$ cat src/rtl/shift_register_pkg.sv
// constants shared by the eight-stage serial shift register
// Overview of operation
// - eight-bit register, serial entry at first stage, serial exit at last stage only.
// - eight storage stages share one internal clock line and advance together.
// - two serial inputs gated and inverted into complementary set/reset drive of stage one.
// - each rising shift clock edge moves bits toward output and loads stage one.
// - serial output equals the gated input sampled eight shift edges earlier.
package shift_register_pkg;
  localparam int STAGE_COUNT = 8;
  localparam int SHIFT_LATENCY = 8;
  localparam logic STAGE_RESET = 1'h0;
  localparam logic [3:0] FILL_RESET = 4'h0;
  localparam logic [3:0] FILL_FULL = 4'h8;
  localparam logic [STAGE_COUNT-1:0] HISTORY_RESET = 8'h00;
endpackage

$ cat src/rtl/shift_stage.sv
// one set/reset storage stage of the shift chain
`timescale 1ns/100ps
module shift_stage
(
  input wire logic ref_clk,
  input wire logic reset,
  input wire logic advance,
  input wire logic setDrive,
  input wire logic resetDrive,
  output logic q
);
  import shift_register_pkg::*;

  logic next_q;

  // holds when neither or both drives are active
  assign next_q = (setDrive & ~resetDrive) ? 1'h1 :
                  (resetDrive & ~setDrive) ? 1'h0 : q;

  always_ff @(posedge ref_clk) begin
    if (reset) begin
      q <= STAGE_RESET;
    end else if (advance) begin
      q <= next_q;
    end
  end
endmodule

$ cat src/rtl/serial_shift_register_8bit.sv
// eight-stage serial-in serial-out shift register
`timescale 1ns/100ps
module serial_shift_register_8bit
(
  input wire logic ref_clk,
  input wire logic reset,
  input wire logic shift_clock,
  input wire logic serialInA,
  input wire logic serialInB,
  output logic serialOut
);
  import shift_register_pkg::*;

  logic shiftClockPrev;
  logic clockLine;
  logic advance;
  logic gatedIn;
  logic gatedInN;
  logic [STAGE_COUNT-1:0] setDrive;
  logic [STAGE_COUNT-1:0] resetDrive;
  logic [STAGE_COUNT-1:0] stageQ;

  assign gatedIn = serialInA & serialInB;
  assign gatedInN = ~gatedIn;
  // inverting driver onto the common line; a falling line is a rising pin edge
  assign clockLine = ~shift_clock;
  assign advance = ~clockLine & ~shiftClockPrev;

  // pin must hold each level at least one ref_clk cycle or edges are missed
  always_ff @(posedge ref_clk) begin
    if (reset) begin
      shiftClockPrev <= 1'h1;
    end else begin
      shiftClockPrev <= shift_clock;
    end
  end

  assign setDrive = {stageQ[STAGE_COUNT-2:0], gatedIn};
  assign resetDrive = {~stageQ[STAGE_COUNT-2:0], gatedInN};

  genvar i;
  generate
    for (i = 0; i < STAGE_COUNT; i++) begin : g_stage
      shift_stage u_stage (
        .ref_clk(ref_clk),
        .reset(reset),
        .advance(advance),
        .setDrive(setDrive[i]),
        .resetDrive(resetDrive[i]),
        .q(stageQ[i])
      );

      AST_STAGE_STEP: assert property (
        @(posedge ref_clk) disable iff (reset)
        advance |=> stageQ[i] == $past(setDrive[i]))
        else $error("stage did not take its drive on a shift edge");

      AST_STAGE_HOLD: assert property (
        @(posedge ref_clk) disable iff (reset)
        !advance |=> $stable(stageQ[i]))
        else $error("stage changed between shift edges");
    end
  endgenerate

  assign serialOut = stageQ[STAGE_COUNT-1];

  // eight-edge history
  // independent copy of the gated input, read only by the checks
  logic [STAGE_COUNT-1:0] history;
  logic [3:0] fillCount;

  always_ff @(posedge ref_clk) begin
    if (reset) begin
      history <= HISTORY_RESET;
      fillCount <= FILL_RESET;
    end else if (advance) begin
      history <= {history[STAGE_COUNT-2:0], gatedIn};
      if (fillCount != FILL_FULL) begin
        fillCount <= fillCount + 4'h1;
      end
    end
  end

  AST_OUT_LAST: assert property (
    @(posedge ref_clk) disable iff (reset)
    $changed(serialOut) |-> $past(advance) && serialOut == $past(stageQ[STAGE_COUNT-2]))
    else $error("serial output not taken from last stage");

  AST_OUT_STANDS: assert property (
    @(posedge ref_clk) disable iff (reset)
    !advance |=> $stable(serialOut))
    else $error("serial output moved without a shift edge");

  AST_OUT_ZERO_FILL: assert property (
    @(posedge ref_clk) disable iff (reset)
    fillCount != FILL_FULL |-> !serialOut)
    else $error("serial output set before eight shifts since reset");

  AST_RESET_CLEAR: assert property (
    @(posedge ref_clk)
    reset |=> stageQ == {STAGE_COUNT{STAGE_RESET}} && history == HISTORY_RESET &&
      fillCount == FILL_RESET)
    else $error("reset did not clear the stages");

  AST_RESET_PREV: assert property (
    @(posedge ref_clk)
    reset |=> shiftClockPrev)
    else $error("reset did not park the edge detector high");

  AST_HOLD_TOGETHER: assert property (
    @(posedge ref_clk) disable iff (reset)
    !advance |=> $stable(stageQ))
    else $error("stages moved without a shift edge");

  AST_EDGE_ONLY: assert property (
    @(posedge ref_clk) disable iff (reset)
    advance |-> $rose(shift_clock))
    else $error("advance without rising shift clock");

  AST_LINE_FALLS: assert property (
    @(posedge ref_clk) disable iff (reset)
    advance |-> $fell(clockLine))
    else $error("advance without a falling common clock line");

  AST_EDGE_SEEN: assert property (
    @(posedge ref_clk) disable iff (reset)
    $rose(shift_clock) && !$past(reset) |-> advance)
    else $error("rising shift clock did not advance the stages");

  AST_PREV_TRACKS: assert property (
    @(posedge ref_clk) disable iff (reset)
    !$past(reset) |-> shiftClockPrev == $past(shift_clock))
    else $error("edge detector lost the shift clock level");

  AST_NO_SHIFT_AT_RELEASE: assert property (
    @(posedge ref_clk)
    $fell(reset) |-> !advance)
    else $error("shift taken at the edge of reset release");

  AST_SPACING: assert property (
    @(posedge ref_clk) disable iff (reset)
    advance |=> !advance)
    else $error("two advances on consecutive cycles");

  AST_COMPLEMENT: assert property (
    @(posedge ref_clk) disable iff (reset)
    setDrive[0] == (serialInA && serialInB) && setDrive[0] != resetDrive[0])
    else $error("first stage drives not complementary");

  AST_SHIFT: assert property (
    @(posedge ref_clk) disable iff (reset)
    advance |=> stageQ[STAGE_COUNT-1:1] == $past(stageQ[STAGE_COUNT-2:0]))
    else $error("bits did not move one stage");

  AST_LOAD: assert property (
    @(posedge ref_clk) disable iff (reset)
    advance |=> stageQ[0] == $past(gatedIn))
    else $error("first stage not loaded from gated input");

  AST_LATENCY: assert property (
    @(posedge ref_clk) disable iff (reset)
    fillCount == FILL_FULL |-> serialOut == history[SHIFT_LATENCY-1])
    else $error("output differs from input eight edges earlier");

  AST_HISTORY_MATCH: assert property (
    @(posedge ref_clk) disable iff (reset)
    history == stageQ)
    else $error("stages differ from the gated input history");

  AST_FILL_STEP: assert property (
    @(posedge ref_clk) disable iff (reset)
    advance && fillCount != FILL_FULL |=> fillCount == $past(fillCount) + 4'h1)
    else $error("fill count missed a shift edge");

  AST_FILL_HOLD: assert property (
    @(posedge ref_clk) disable iff (reset)
    !advance |=> $stable(fillCount))
    else $error("fill count moved without a shift edge");

  AST_FILL_LIMIT: assert property (
    @(posedge ref_clk) disable iff (reset)
    fillCount <= FILL_FULL)
    else $error("fill count above the stage count");

  AST_FULL_STAYS: assert property (
    @(posedge ref_clk) disable iff (reset)
    fillCount == FILL_FULL |=> fillCount == FILL_FULL)
    else $error("fill count left full without reset");

  AST_AND_GATE: assert property (
    @(posedge ref_clk) disable iff (reset)
    advance && !(serialInA && serialInB) |=> !stageQ[0])
    else $error("first stage loaded one while an input was low");

  AST_GATE_ONE: assert property (
    @(posedge ref_clk) disable iff (reset)
    advance && serialInA && serialInB |=> stageQ[0])
    else $error("first stage loaded zero while both inputs were high");
endmodule

$ cat config.mk
export PLATFORM = sky130hd
export DESIGN_NAME = serial_shift_register_8bit
export DESIGN_NICKNAME = d
export VERILOG_FILES = /design/src/rtl/shift_register_pkg.sv /design/src/rtl/shift_stage.sv /design/src/rtl/serial_shift_register_8bit.sv
export SDC_FILE = /design/constraint.sdc
export NUM_CORES = 1
export LEC_CHECK = 0
export ABC_AREA = 1
export BUFFER_PORTS_ARGS = -buffer_cell sky130_fd_sc_hd__buf_4
export CAP_MARGIN = 40
export CORE_AREA = 2 2 39 41
export DETAILED_ROUTE_END_ITERATION = 8
export DIE_AREA = 0 0 41 43
export PLACE_DENSITY_LB_ADDON = 0.25
export SLEW_MARGIN = 10
export SYNTH_ARGS = -nofsm -noshare
export SYNTH_HDL_FRONTEND = slang
export SYNTH_SLANG_ARGS = --single-unit
$ cat constraint.sdc
create_clock -name ref_clk -period 1 [get_ports ref_clk]
set_input_delay 0.1 -clock ref_clk [delete_from_list [all_inputs] [get_ports ref_clk]]
set_output_delay 0.1 -clock ref_clk [all_outputs]
set_load 0.005 [all_outputs]
==> run_summary.xml, run 1 <==
<?xml version="1.0" encoding="UTF-8"?>
<metrics>
  <group name="hold_path">
    <metric name="hold_class" unit="">in2reg</metric>
    <metric name="min_delay_worst_endpoint" unit="">shiftClockPrev</metric>
    <metric name="min-delay-start" unit="">shift_clock</metric>
    <metric name="worst_hold_path.num_cells" unit="">3</metric>
  </group>
  <group name="critical_path">
    <metric name="capture_point_of_the_worst_reg_to_reg_path" unit="">g_stage[0].u_stage.q</metric>
    <metric name="ff2ff_setup_slack" unit="ps">200</metric>
    <metric name="setup.worst_path.end_class" unit="">flop</metric>
    <metric name="cpMaxStageDelayCell" unit="">sky130_fd_sc_hd__dfxtp_1</metric>
    <metric name="r2r.worst_path.cells" unit="">5</metric>
    <metric name="timing.setup.critical_path_class" unit="">reg2reg</metric>
    <metric name="path_max_fanout" unit="">8</metric>
    <metric name="worstPathCellList" unit="">inv_2, nand2_1, nand2_1, nand2_1, nor2_1</metric>
    <metric name="cp_data_arrival_time" unit="ps">960</metric>
    <metric name="critical_path.reg2reg.startpoint" unit="">shiftClockPrev</metric>
    <metric name="cp_data_required_time" unit="ps">1160</metric>
    <metric name="setup.worst_path.start_class" unit="">flop</metric>
    <metric name="critical-path-max-stage-delay" unit="ps">380</metric>
    <metric name="path_common_cell" unit="">sky130_fd_sc_hd__nand2_1</metric>
  </group>
  <group name="timing">
    <metric name="final.period_utilization" unit="">0.800</metric>
    <metric name="timing.final.hold_violations" unit="">0</metric>
    <metric name="setup_repair_after_global_routing_missed_its_margin" unit="">false</metric>
    <metric name="max_slew.worst_pin.slew" unit="ps">218</metric>
    <metric name="timing.slew.headroom" unit="">0.854</metric>
    <metric name="clock-skew-final" unit="ps">1.79</metric>
    <metric name="timing.final.max_slew_violations" unit="">0</metric>
    <metric name="hold-worst-slack" unit="ps">119</metric>
    <metric name="fmaxAchievable" unit="GHz">1.25</metric>
    <metric name="final-setup-viol-count" unit="">0</metric>
    <metric name="min_period" unit="ps">800</metric>
    <metric name="final_tns_setup" unit="ps">0</metric>
  </group>
  <group name="clocking">
    <metric name="ctsHtreeMaxLevel" unit="">1</metric>
    <metric name="clock_path_buffers" unit="">2</metric>
    <metric name="clkSinkCount" unit="">9</metric>
    <metric name="number_of_buffers_created_by_cts" unit="">3</metric>
    <metric name="cts_resized" unit="">0</metric>
    <metric name="cts_hold_repair.buffers" unit="">0</metric>
    <metric name="worst_setup_hold_path_clk_slew" unit="ps">60</metric>
    <metric name="tritoncts" unit="">built</metric>
    <metric name="postCtsSetupRepairBufs" unit="">0</metric>
    <metric name="cts_root_buf" unit="">sky130_fd_sc_hd__clkbuf_4</metric>
    <metric name="clock_insertion_delay_worst_skew" unit="ps">260</metric>
  </group>
  <group name="logic_synthesis">
    <metric name="synth.lib_cells_used.distinct" unit="">9</metric>
    <metric name="synth.area.top_cells" unit="">sky130_fd_sc_hd__dfxtp_1 47%, sky130_fd_sc_hd__nor2_1 16%, sky130_fd_sc_hd__nand2_1 12%</metric>
    <metric name="syn-num-nets" unit="">62</metric>
    <metric name="synth_cells" unit="">57</metric>
    <metric name="yosys.area.top_type_share" unit="">0.469</metric>
    <metric name="synth.cell_area" unit="um^2">384</metric>
    <metric name="ys_warn_count" unit="">0</metric>
    <metric name="yosys_register_bits" unit="">9</metric>
    <metric name="ys_seq_area_frac" unit="">0.469</metric>
    <metric name="synth_area_per_cell" unit="um^2">6.74</metric>
    <metric name="synth_top_cell_by_area" unit="">sky130_fd_sc_hd__dfxtp_1</metric>
  </group>
  <group name="grt">
    <metric name="grt_antenna_before_repair" unit="">0</metric>
    <metric name="grt_pass1_vias" unit="">263</metric>
    <metric name="global_route_wire_length_before_repair" unit="mm">1.11</metric>
    <metric name="grt_usage" unit="">0.101</metric>
    <metric name="maximum_number_of_pins_on_one_net_before_global_route_repair" unit="">10</metric>
    <metric name="grt.overflow.total" unit="">0</metric>
  </group>
  <group name="power_and_ir_drop">
    <metric name="power.switching_fraction" unit="">0.242</metric>
    <metric name="ir_worst_vdd" unit="uV">766</metric>
    <metric name="internal_power" unit="mW">0.566</metric>
    <metric name="sequential_cell_fraction_of_total_power" unit="">0.518</metric>
    <metric name="power.total" unit="mW">0.746</metric>
    <metric name="comb_power_share" unit="">0.106</metric>
    <metric name="clkPwrFrac" unit="">0.375</metric>
    <metric name="standby_leakage_power" unit="nW">0.214</metric>
    <metric name="power.density_cell_area" unit="nW/um^2">1630</metric>
    <metric name="switchingPower" unit="mW">0.180</metric>
  </group>
  <group name="cells_and_area">
    <metric name="design.final.nets" unit="">71</metric>
    <metric name="num_antenna_cells" unit="">0</metric>
    <metric name="area.growth.synth_to_final" unit="%">18.9</metric>
    <metric name="fill_cells" unit="">162</metric>
    <metric name="drive_gt1_frac" unit="">0.169</metric>
  </group>
  <group name="floorplan">
    <metric name="boundary_pin_count" unit="">6</metric>
    <metric name="dieHeight" unit="um">43</metric>
    <metric name="initial_util" unit="">0.278</metric>
    <metric name="core.rowCount" unit="">14</metric>
    <metric name="design.die.area" unit="um^2">1760</metric>
    <metric name="core_area" unit="um^2">1380</metric>
    <metric name="die_boundary_width" unit="um">41</metric>
  </group>
  <group name="place">
    <metric name="place_hpwl" unit="um">482</metric>
    <metric name="gp_congestion" unit="">0.724</metric>
    <metric name="port_buffers" unit="">5</metric>
  </group>
  <group name="detailed_routing">
    <metric name="vias" unit="">318</metric>
    <metric name="routed_via_density" unit="">3.93</metric>
    <metric name="drt_drc_violations_left" unit="">0</metric>
    <metric name="route.final.wire_length" unit="um">644</metric>
    <metric name="detail_route.iter0.violations" unit="">10</metric>
    <metric name="antenna_violating_nets_post_route" unit="">0</metric>
    <metric name="avgRoutedWirePerCell" unit="um">7.95</metric>
    <metric name="drt_pre_antenna_iters" unit="">2</metric>
  </group>
  <group name="flow_run">
    <metric name="timing.max_cap.violations" unit="">0</metric>
  </group>
  <group name="status">
    <metric name="status" unit="">finished clean</metric>
  </group>
</metrics>
## final cells by class
type / instances / area, um^2 / area share
clock buffers: 4 / 26.3 / 0.0575
flip-flops and latches: 9 / 180 / 0.395
repair buffers: 5 / 37.5 / 0.0822
inverters: 11 / 41.3 / 0.0904
well taps: 16 / 20.0 / 0.0438
multi-input cells: 36 / 151 / 0.332
## worst max-delay path, delay by kind of cell, from the launching register on
kind                   cells  cell delay (ps)
and+or+nand+nor            4              220
DFF                        1              380
buffers and inverters      1              100
## logic make-up (layout without fill, tap and decap cells)
| logic type | after synthesis | count (layout) | synth area share |
|---|---|---|---|
| and+or+nand+nor | 36 | 36 | 0.394 |
| DFF | 9 | 9 | 0.469 |
| buffers and inverters | 12 | 20 | 0.137 |
## synthesized netlist by cell type
master,n
sky130_fd_sc_hd__nor2_1,16
sky130_fd_sc_hd__nand2_1,12
sky130_fd_sc_hd__dfxtp_1,9
sky130_fd_sc_hd__inv_1,8
sky130_fd_sc_hd__nand3_1,7
sky130_fd_sc_hd__inv_2,2
sky130_fd_sc_hd__buf_6,1
sky130_fd_sc_hd__clkinv_1,1
sky130_fd_sc_hd__nor2_4,1
## power by group through the flow
stage	sequential, mW	clock [mW]	combinational (mW)
floorplan	0.393	0	0.0597
global placement	0.394	0	0.0805
detailed placement	0.395	0	0.0807
CTS	0.387	0.299	0.0807
global route	0.389	0.309	0.0925
finish	0.387	0.280	0.0794
## flip-flops by register name, indices dropped and copies added, names as in the netlist
signal and flops:
g_stage.u_stage.q 8, shiftClockPrev 1
## cells in the final DEF, fill, tap and decap left out
master and instances:
sky130_fd_sc_hd__nor2_4 1, sky130_fd_sc_hd__nor2_1 16, sky130_fd_sc_hd__inv_2 2, sky130_fd_sc_hd__clkbuf_1 1, sky130_fd_sc_hd__dfxtp_1 9, sky130_fd_sc_hd__clkbuf_4 3, sky130_fd_sc_hd__nand3_1 7, sky130_fd_sc_hd__nand2_1 12
sky130_fd_sc_hd__clkinv_1 1, sky130_fd_sc_hd__inv_1 8, sky130_fd_sc_hd__buf_4 5
## per-stage QoR
stage | instances | cell area, um^2 | utilization | worst slack, ps
floorplan | 57 | 384 | - | 249
global placement | 77 | 430 | 0.311 | 223
detailed placement | 77 | 430 | 0.311 | 205
CTS | 81 | 457 | 0.330 | 192
global route | 81 | 457 | 0.330 | 129
finish | 81 | 457 | 0.330 | 200
## metal layers
metal  share of wire  up-vias  wire [um]  GRT usage
li1                -      183          -          -
met1            0.55      127        351      0.136
met2            0.39        6        253      0.106
met3           0.045        2         29     0.0471
met4           0.016        0         10      0.100
met5               0        -          0          0
## worst max-delay path by stage
stage               slack [ps]                   end                 start  cells after the start
CTS                        190             serialOut  g_stage[7].u_stage.q                      1
floorplan                  250  g_stage[0].u_stage.q        shiftClockPrev                      5
finish                     200  g_stage[0].u_stage.q        shiftClockPrev                      5
detailed placement         210  g_stage[0].u_stage.q        shiftClockPrev                      5
global placement           220  g_stage[0].u_stage.q        shiftClockPrev                      5
global route               130  g_stage[0].u_stage.q        shiftClockPrev                      4
(Power assumes the default switching activity.)
==> inputs of run 2 (changes only) <==
Settings changed: ABC_AREA 1 to 0.
Clock period 1 ns to 0.8 ns, I/O delays scaled along.
==> run_summary.xml, run 2 <==
<?xml version="1.0" encoding="UTF-8"?>
<metrics>
  <group name="floorplan">
    <metric name="core.rowCount" unit="">14</metric>
    <metric name="design.die.area" unit="um^2">1760</metric>
    <metric name="dieHeight" unit="um">43</metric>
    <metric name="initial_util" unit="">0.238</metric>
    <metric name="core_area" unit="um^2">1380</metric>
    <metric name="boundary_pin_count" unit="">6</metric>
    <metric name="die_boundary_width" unit="um">41</metric>
  </group>
  <group name="place">
    <metric name="postPlaceCellArea" unit="um^2">392</metric>
    <metric name="dp_cells" unit="">60</metric>
    <metric name="port_buffers" unit="">5</metric>
    <metric name="gp_congestion" unit="">0.647</metric>
  </group>
  <group name="logic_synthesis">
    <metric name="syn-num-nets" unit="">44</metric>
    <metric name="synth_edf_count" unit="">0</metric>
    <metric name="post-synth-top-count-cell" unit="">sky130_fd_sc_hd__nand2_1</metric>
    <metric name="async_reset_ff_frac" unit="">0</metric>
    <metric name="ys_warn_count" unit="">0</metric>
    <metric name="synth.cell_area" unit="um^2">329</metric>
    <metric name="yosys-top-cells-count" unit="">15 x sky130_fd_sc_hd__nand2_1, 9 x sky130_fd_sc_hd__dfxtp_1, 7 x sky130_fd_sc_hd__a21oi_1</metric>
    <metric name="postSynth.topFlopCell" unit="">sky130_fd_sc_hd__dfxtp_1</metric>
    <metric name="synth.lib_cells_used.distinct" unit="">10</metric>
    <metric name="ys_seq_area_frac" unit="">0.548</metric>
    <metric name="synth_top_cell_by_area" unit="">sky130_fd_sc_hd__dfxtp_1</metric>
    <metric name="synth_cells" unit="">39</metric>
    <metric name="synth_area_per_cell" unit="um^2">8.44</metric>
    <metric name="yosys_register_bits" unit="">9</metric>
    <metric name="synth.area.top_cells" unit="">sky130_fd_sc_hd__dfxtp_1 55%, sky130_fd_sc_hd__nand2_1 17%, sky130_fd_sc_hd__a21oi_1 11%</metric>
    <metric name="yosys.area.top_type_share" unit="">0.548</metric>
  </group>
  <group name="hold_path">
    <metric name="min_delay_worst_endpoint" unit="">shiftClockPrev</metric>
    <metric name="hold_class" unit="">in2reg</metric>
    <metric name="worst_hold_path.num_cells" unit="">2</metric>
    <metric name="min-delay-start" unit="">shift_clock</metric>
  </group>
  <group name="cells_and_area">
    <metric name="fill_cells" unit="">149</metric>
    <metric name="finish.instance_area" unit="um^2">463</metric>
    <metric name="regMostFlops" unit="">g_stage.u_stage.q</metric>
    <metric name="drive_gt1_frac" unit="">0.479</metric>
    <metric name="layout_cells_excl_fill" unit="">64</metric>
    <metric name="final_common_cell" unit="">sky130_fd_sc_hd__nand2_1</metric>
    <metric name="area.growth.synth_to_final" unit="%">40.7</metric>
    <metric name="design.final.nets" unit="">54</metric>
    <metric name="num_antenna_cells" unit="">0</metric>
    <metric name="largest_register_ff_count" unit="">8</metric>
    <metric name="most-common-layout-cells" unit="">12 x sky130_fd_sc_hd__nand2_1, 7 x sky130_fd_sc_hd__dfxtp_1, 5 x sky130_fd_sc_hd__buf_4, 4 x sky130_fd_sc_hd__a21oi_1, 4 x sky130_fd_sc_hd__a21oi_2</metric>
    <metric name="largest_registers" unit="">g_stage.u_stage.q x8, shiftClockPrev x1</metric>
  </group>
  <group name="timing">
    <metric name="clock-skew-final" unit="ps">3.66</metric>
    <metric name="fmaxAchievable" unit="GHz">1.21</metric>
    <metric name="hold-worst-slack" unit="ps">44.4</metric>
    <metric name="final-setup-viol-count" unit="">7</metric>
    <metric name="min_period" unit="ps">830</metric>
    <metric name="timing.final.hold_violations" unit="">0</metric>
    <metric name="final.setup.worst_slack" unit="ps">-29.5</metric>
    <metric name="max_slew.worst_pin.slew" unit="ps">127</metric>
    <metric name="timing.slew.headroom" unit="">0.916</metric>
    <metric name="setup_repair_after_global_routing_missed_its_margin" unit="">true</metric>
    <metric name="final.period_utilization" unit="">1.04</metric>
    <metric name="timing.final.max_slew_violations" unit="">0</metric>
  </group>
  <group name="clocking">
    <metric name="clock_path_buffers" unit="">2</metric>
    <metric name="ctsHtreeMaxLevel" unit="">1</metric>
    <metric name="cts_hold_repair.buffers" unit="">0</metric>
    <metric name="clock_insertion_delay_worst_skew" unit="ps">260</metric>
    <metric name="worst_setup_hold_path_clk_slew" unit="ps">60</metric>
    <metric name="postCtsSetupRepairBufs" unit="">0</metric>
    <metric name="clkSinkCount" unit="">9</metric>
    <metric name="number_of_buffers_created_by_cts" unit="">3</metric>
    <metric name="tritoncts" unit="">built</metric>
    <metric name="cts_root_buf" unit="">sky130_fd_sc_hd__clkbuf_4</metric>
  </group>
  <group name="grt">
    <metric name="maximum_number_of_pins_on_one_net_before_global_route_repair" unit="">10</metric>
    <metric name="grt.overflow.total" unit="">0</metric>
    <metric name="global_route_wire_length_before_repair" unit="um">972</metric>
    <metric name="grt_pass1_vias" unit="">227</metric>
    <metric name="grt_antenna_before_repair" unit="">0</metric>
    <metric name="grt_usage" unit="">0.0869</metric>
  </group>
  <group name="critical_path">
    <metric name="crit_buf_inv" unit="">1</metric>
    <metric name="cpMaxStageDelayCell" unit="">sky130_fd_sc_hd__dfxtp_2</metric>
    <metric name="cp_data_arrival_time" unit="ps">1020</metric>
    <metric name="setup.worst_path.end_class" unit="">flop</metric>
    <metric name="ff2ff_setup_slack" unit="ps">-30</metric>
    <metric name="path_max_fanout" unit="">4</metric>
    <metric name="capture_point_of_the_worst_reg_to_reg_path" unit="">g_stage[4].u_stage.q</metric>
    <metric name="setup.worst_path.start_class" unit="">flop</metric>
    <metric name="setup.worst_path.start" unit="">shiftClockPrev</metric>
    <metric name="worstPathCellList" unit="">nor2b_4, buf_6, nand2_2, a21oi_2</metric>
    <metric name="cp_top_family" unit="">flip-flops</metric>
    <metric name="r2r.worst_path.cells" unit="">4</metric>
    <metric name="timing.setup.critical_path_class" unit="">reg2reg</metric>
    <metric name="cp_data_required_time" unit="ps">990</metric>
    <metric name="critical-path-max-stage-delay" unit="ps">330</metric>
    <metric name="critical_path.reg2reg.startpoint" unit="">shiftClockPrev</metric>
  </group>
  <group name="detailed_routing">
    <metric name="avgRoutedWirePerCell" unit="um">9.58</metric>
    <metric name="vias" unit="">269</metric>
    <metric name="route.final.wire_length" unit="um">613</metric>
    <metric name="detail_route.iter0.violations" unit="">2</metric>
    <metric name="routed_via_density" unit="">4.20</metric>
    <metric name="antenna_violating_nets_post_route" unit="">0</metric>
    <metric name="drt_pre_antenna_iters" unit="">4</metric>
    <metric name="drt_drc_violations_left" unit="">0</metric>
  </group>
  <group name="power_and_ir_drop">
    <metric name="power.switching_fraction" unit="">0.217</metric>
    <metric name="internal_power" unit="mW">0.676</metric>
    <metric name="standby_leakage_power" unit="nW">0.167</metric>
    <metric name="comb_power_share" unit="">0.068</metric>
    <metric name="ir_worst_vdd" unit="uV">828</metric>
    <metric name="sequential_cell_fraction_of_total_power" unit="">0.528</metric>
    <metric name="power.density_cell_area" unit="nW/um^2">1870</metric>
    <metric name="clkPwrFrac" unit="">0.404</metric>
    <metric name="switchingPower" unit="mW">0.187</metric>
  </group>
  <group name="flow_run">
    <metric name="timing.max_cap.violations" unit="">0</metric>
  </group>
  <group name="status">
    <metric name="status" unit="">finished with violations</metric>
    <metric name="violations" unit="">setup timing</metric>
  </group>
</metrics>
run 2: cell types whose count changed after synthesis, sizes merged, moves of 2 or more:
cell / change
nand2: +3
a21oi: +8
inv: -10
buf: +2
nor2: -17
nand3: -6
run 2: worst max path at each step:
stage                      endpoint  slack [ps]  cells after the start
6_report       g_stage[4].u_stage.q         -30                      4
5_1_grt        g_stage[3].u_stage.q         -80                      4
4_1_cts        g_stage[0].u_stage.q         -30                      4
3_5_place_dp   g_stage[4].u_stage.q        -110                      3
3_3_place_gp   g_stage[3].u_stage.q         -80                      3
2_1_floorplan  g_stage[0].u_stage.q           6                      4
run 2: cells by family (layout without fill, tap and decap cells):
| group | after synthesis | in the layout | synth area share |
|---|---|---|---|
| compound gates | 8 | 8 | 0.133 |
| buf+inv | 3 | 12 | 0.0532 |
| flops | 9 | 9 | 0.548 |
| simple gates | 19 | 19 | 0.266 |
run 2: layer usage:
metal	global-route usage	vias to the layer above	part of all wire	wire length [um]
li1	-	140	-	-
met4	0.0600	0	0	0
met2	0.0844	12	0.45	273
met3	0.0628	0	0.085	52
met1	0.125	117	0.47	286
met5	0	-	0	0
run 2: power groups by stage:
stage	registers (mW)	clock network (mW)	logic, mW
5_1_grt	0.456	0.405	0.0644
2_1_floorplan	0.464	0	0.0241
3_5_place_dp	0.464	0	0.0471
3_3_place_gp	0.464	0	0.0473
4_1_cts	0.455	0.368	0.0548
6_report	0.456	0.349	0.0591
run 2: cell type report:
class / instances / area (um^2) / area share
Clock buffer: 4 / 26.3 / 0.0568
Multi-Input combinational cell: 27 / 163 / 0.351
Sequential cell: 9 / 183 / 0.395
Tap cell: 16 / 20.0 / 0.0432
Timing Repair Buffer: 8 / 71.3 / 0.154
run 2: through the flow:
| stage | utilization | setup TNS (ps) | worst slack [ps] | total power [mW] |
|---|---|---|---|---|
| floorplan | - | 0 | 6.09 | 0.488 |
| global placement | 0.283 | -597 | -82.5 | 0.511 |
| detailed placement | 0.283 | -690 | -108 | 0.511 |
| CTS | 0.315 | -106 | -32.8 | 0.878 |
| global route | 0.335 | -570 | -84.1 | 0.925 |
| finish | 0.335 | -106 | -29.5 | 0.864 |
run 2: repair_timing:
action | CTS | global route
resized for setup | 5 | 9
endpoints found under the hold margin | 0 | 0
pin swaps | 1 | 3
endpoints found under the setup margin | 8 | 9
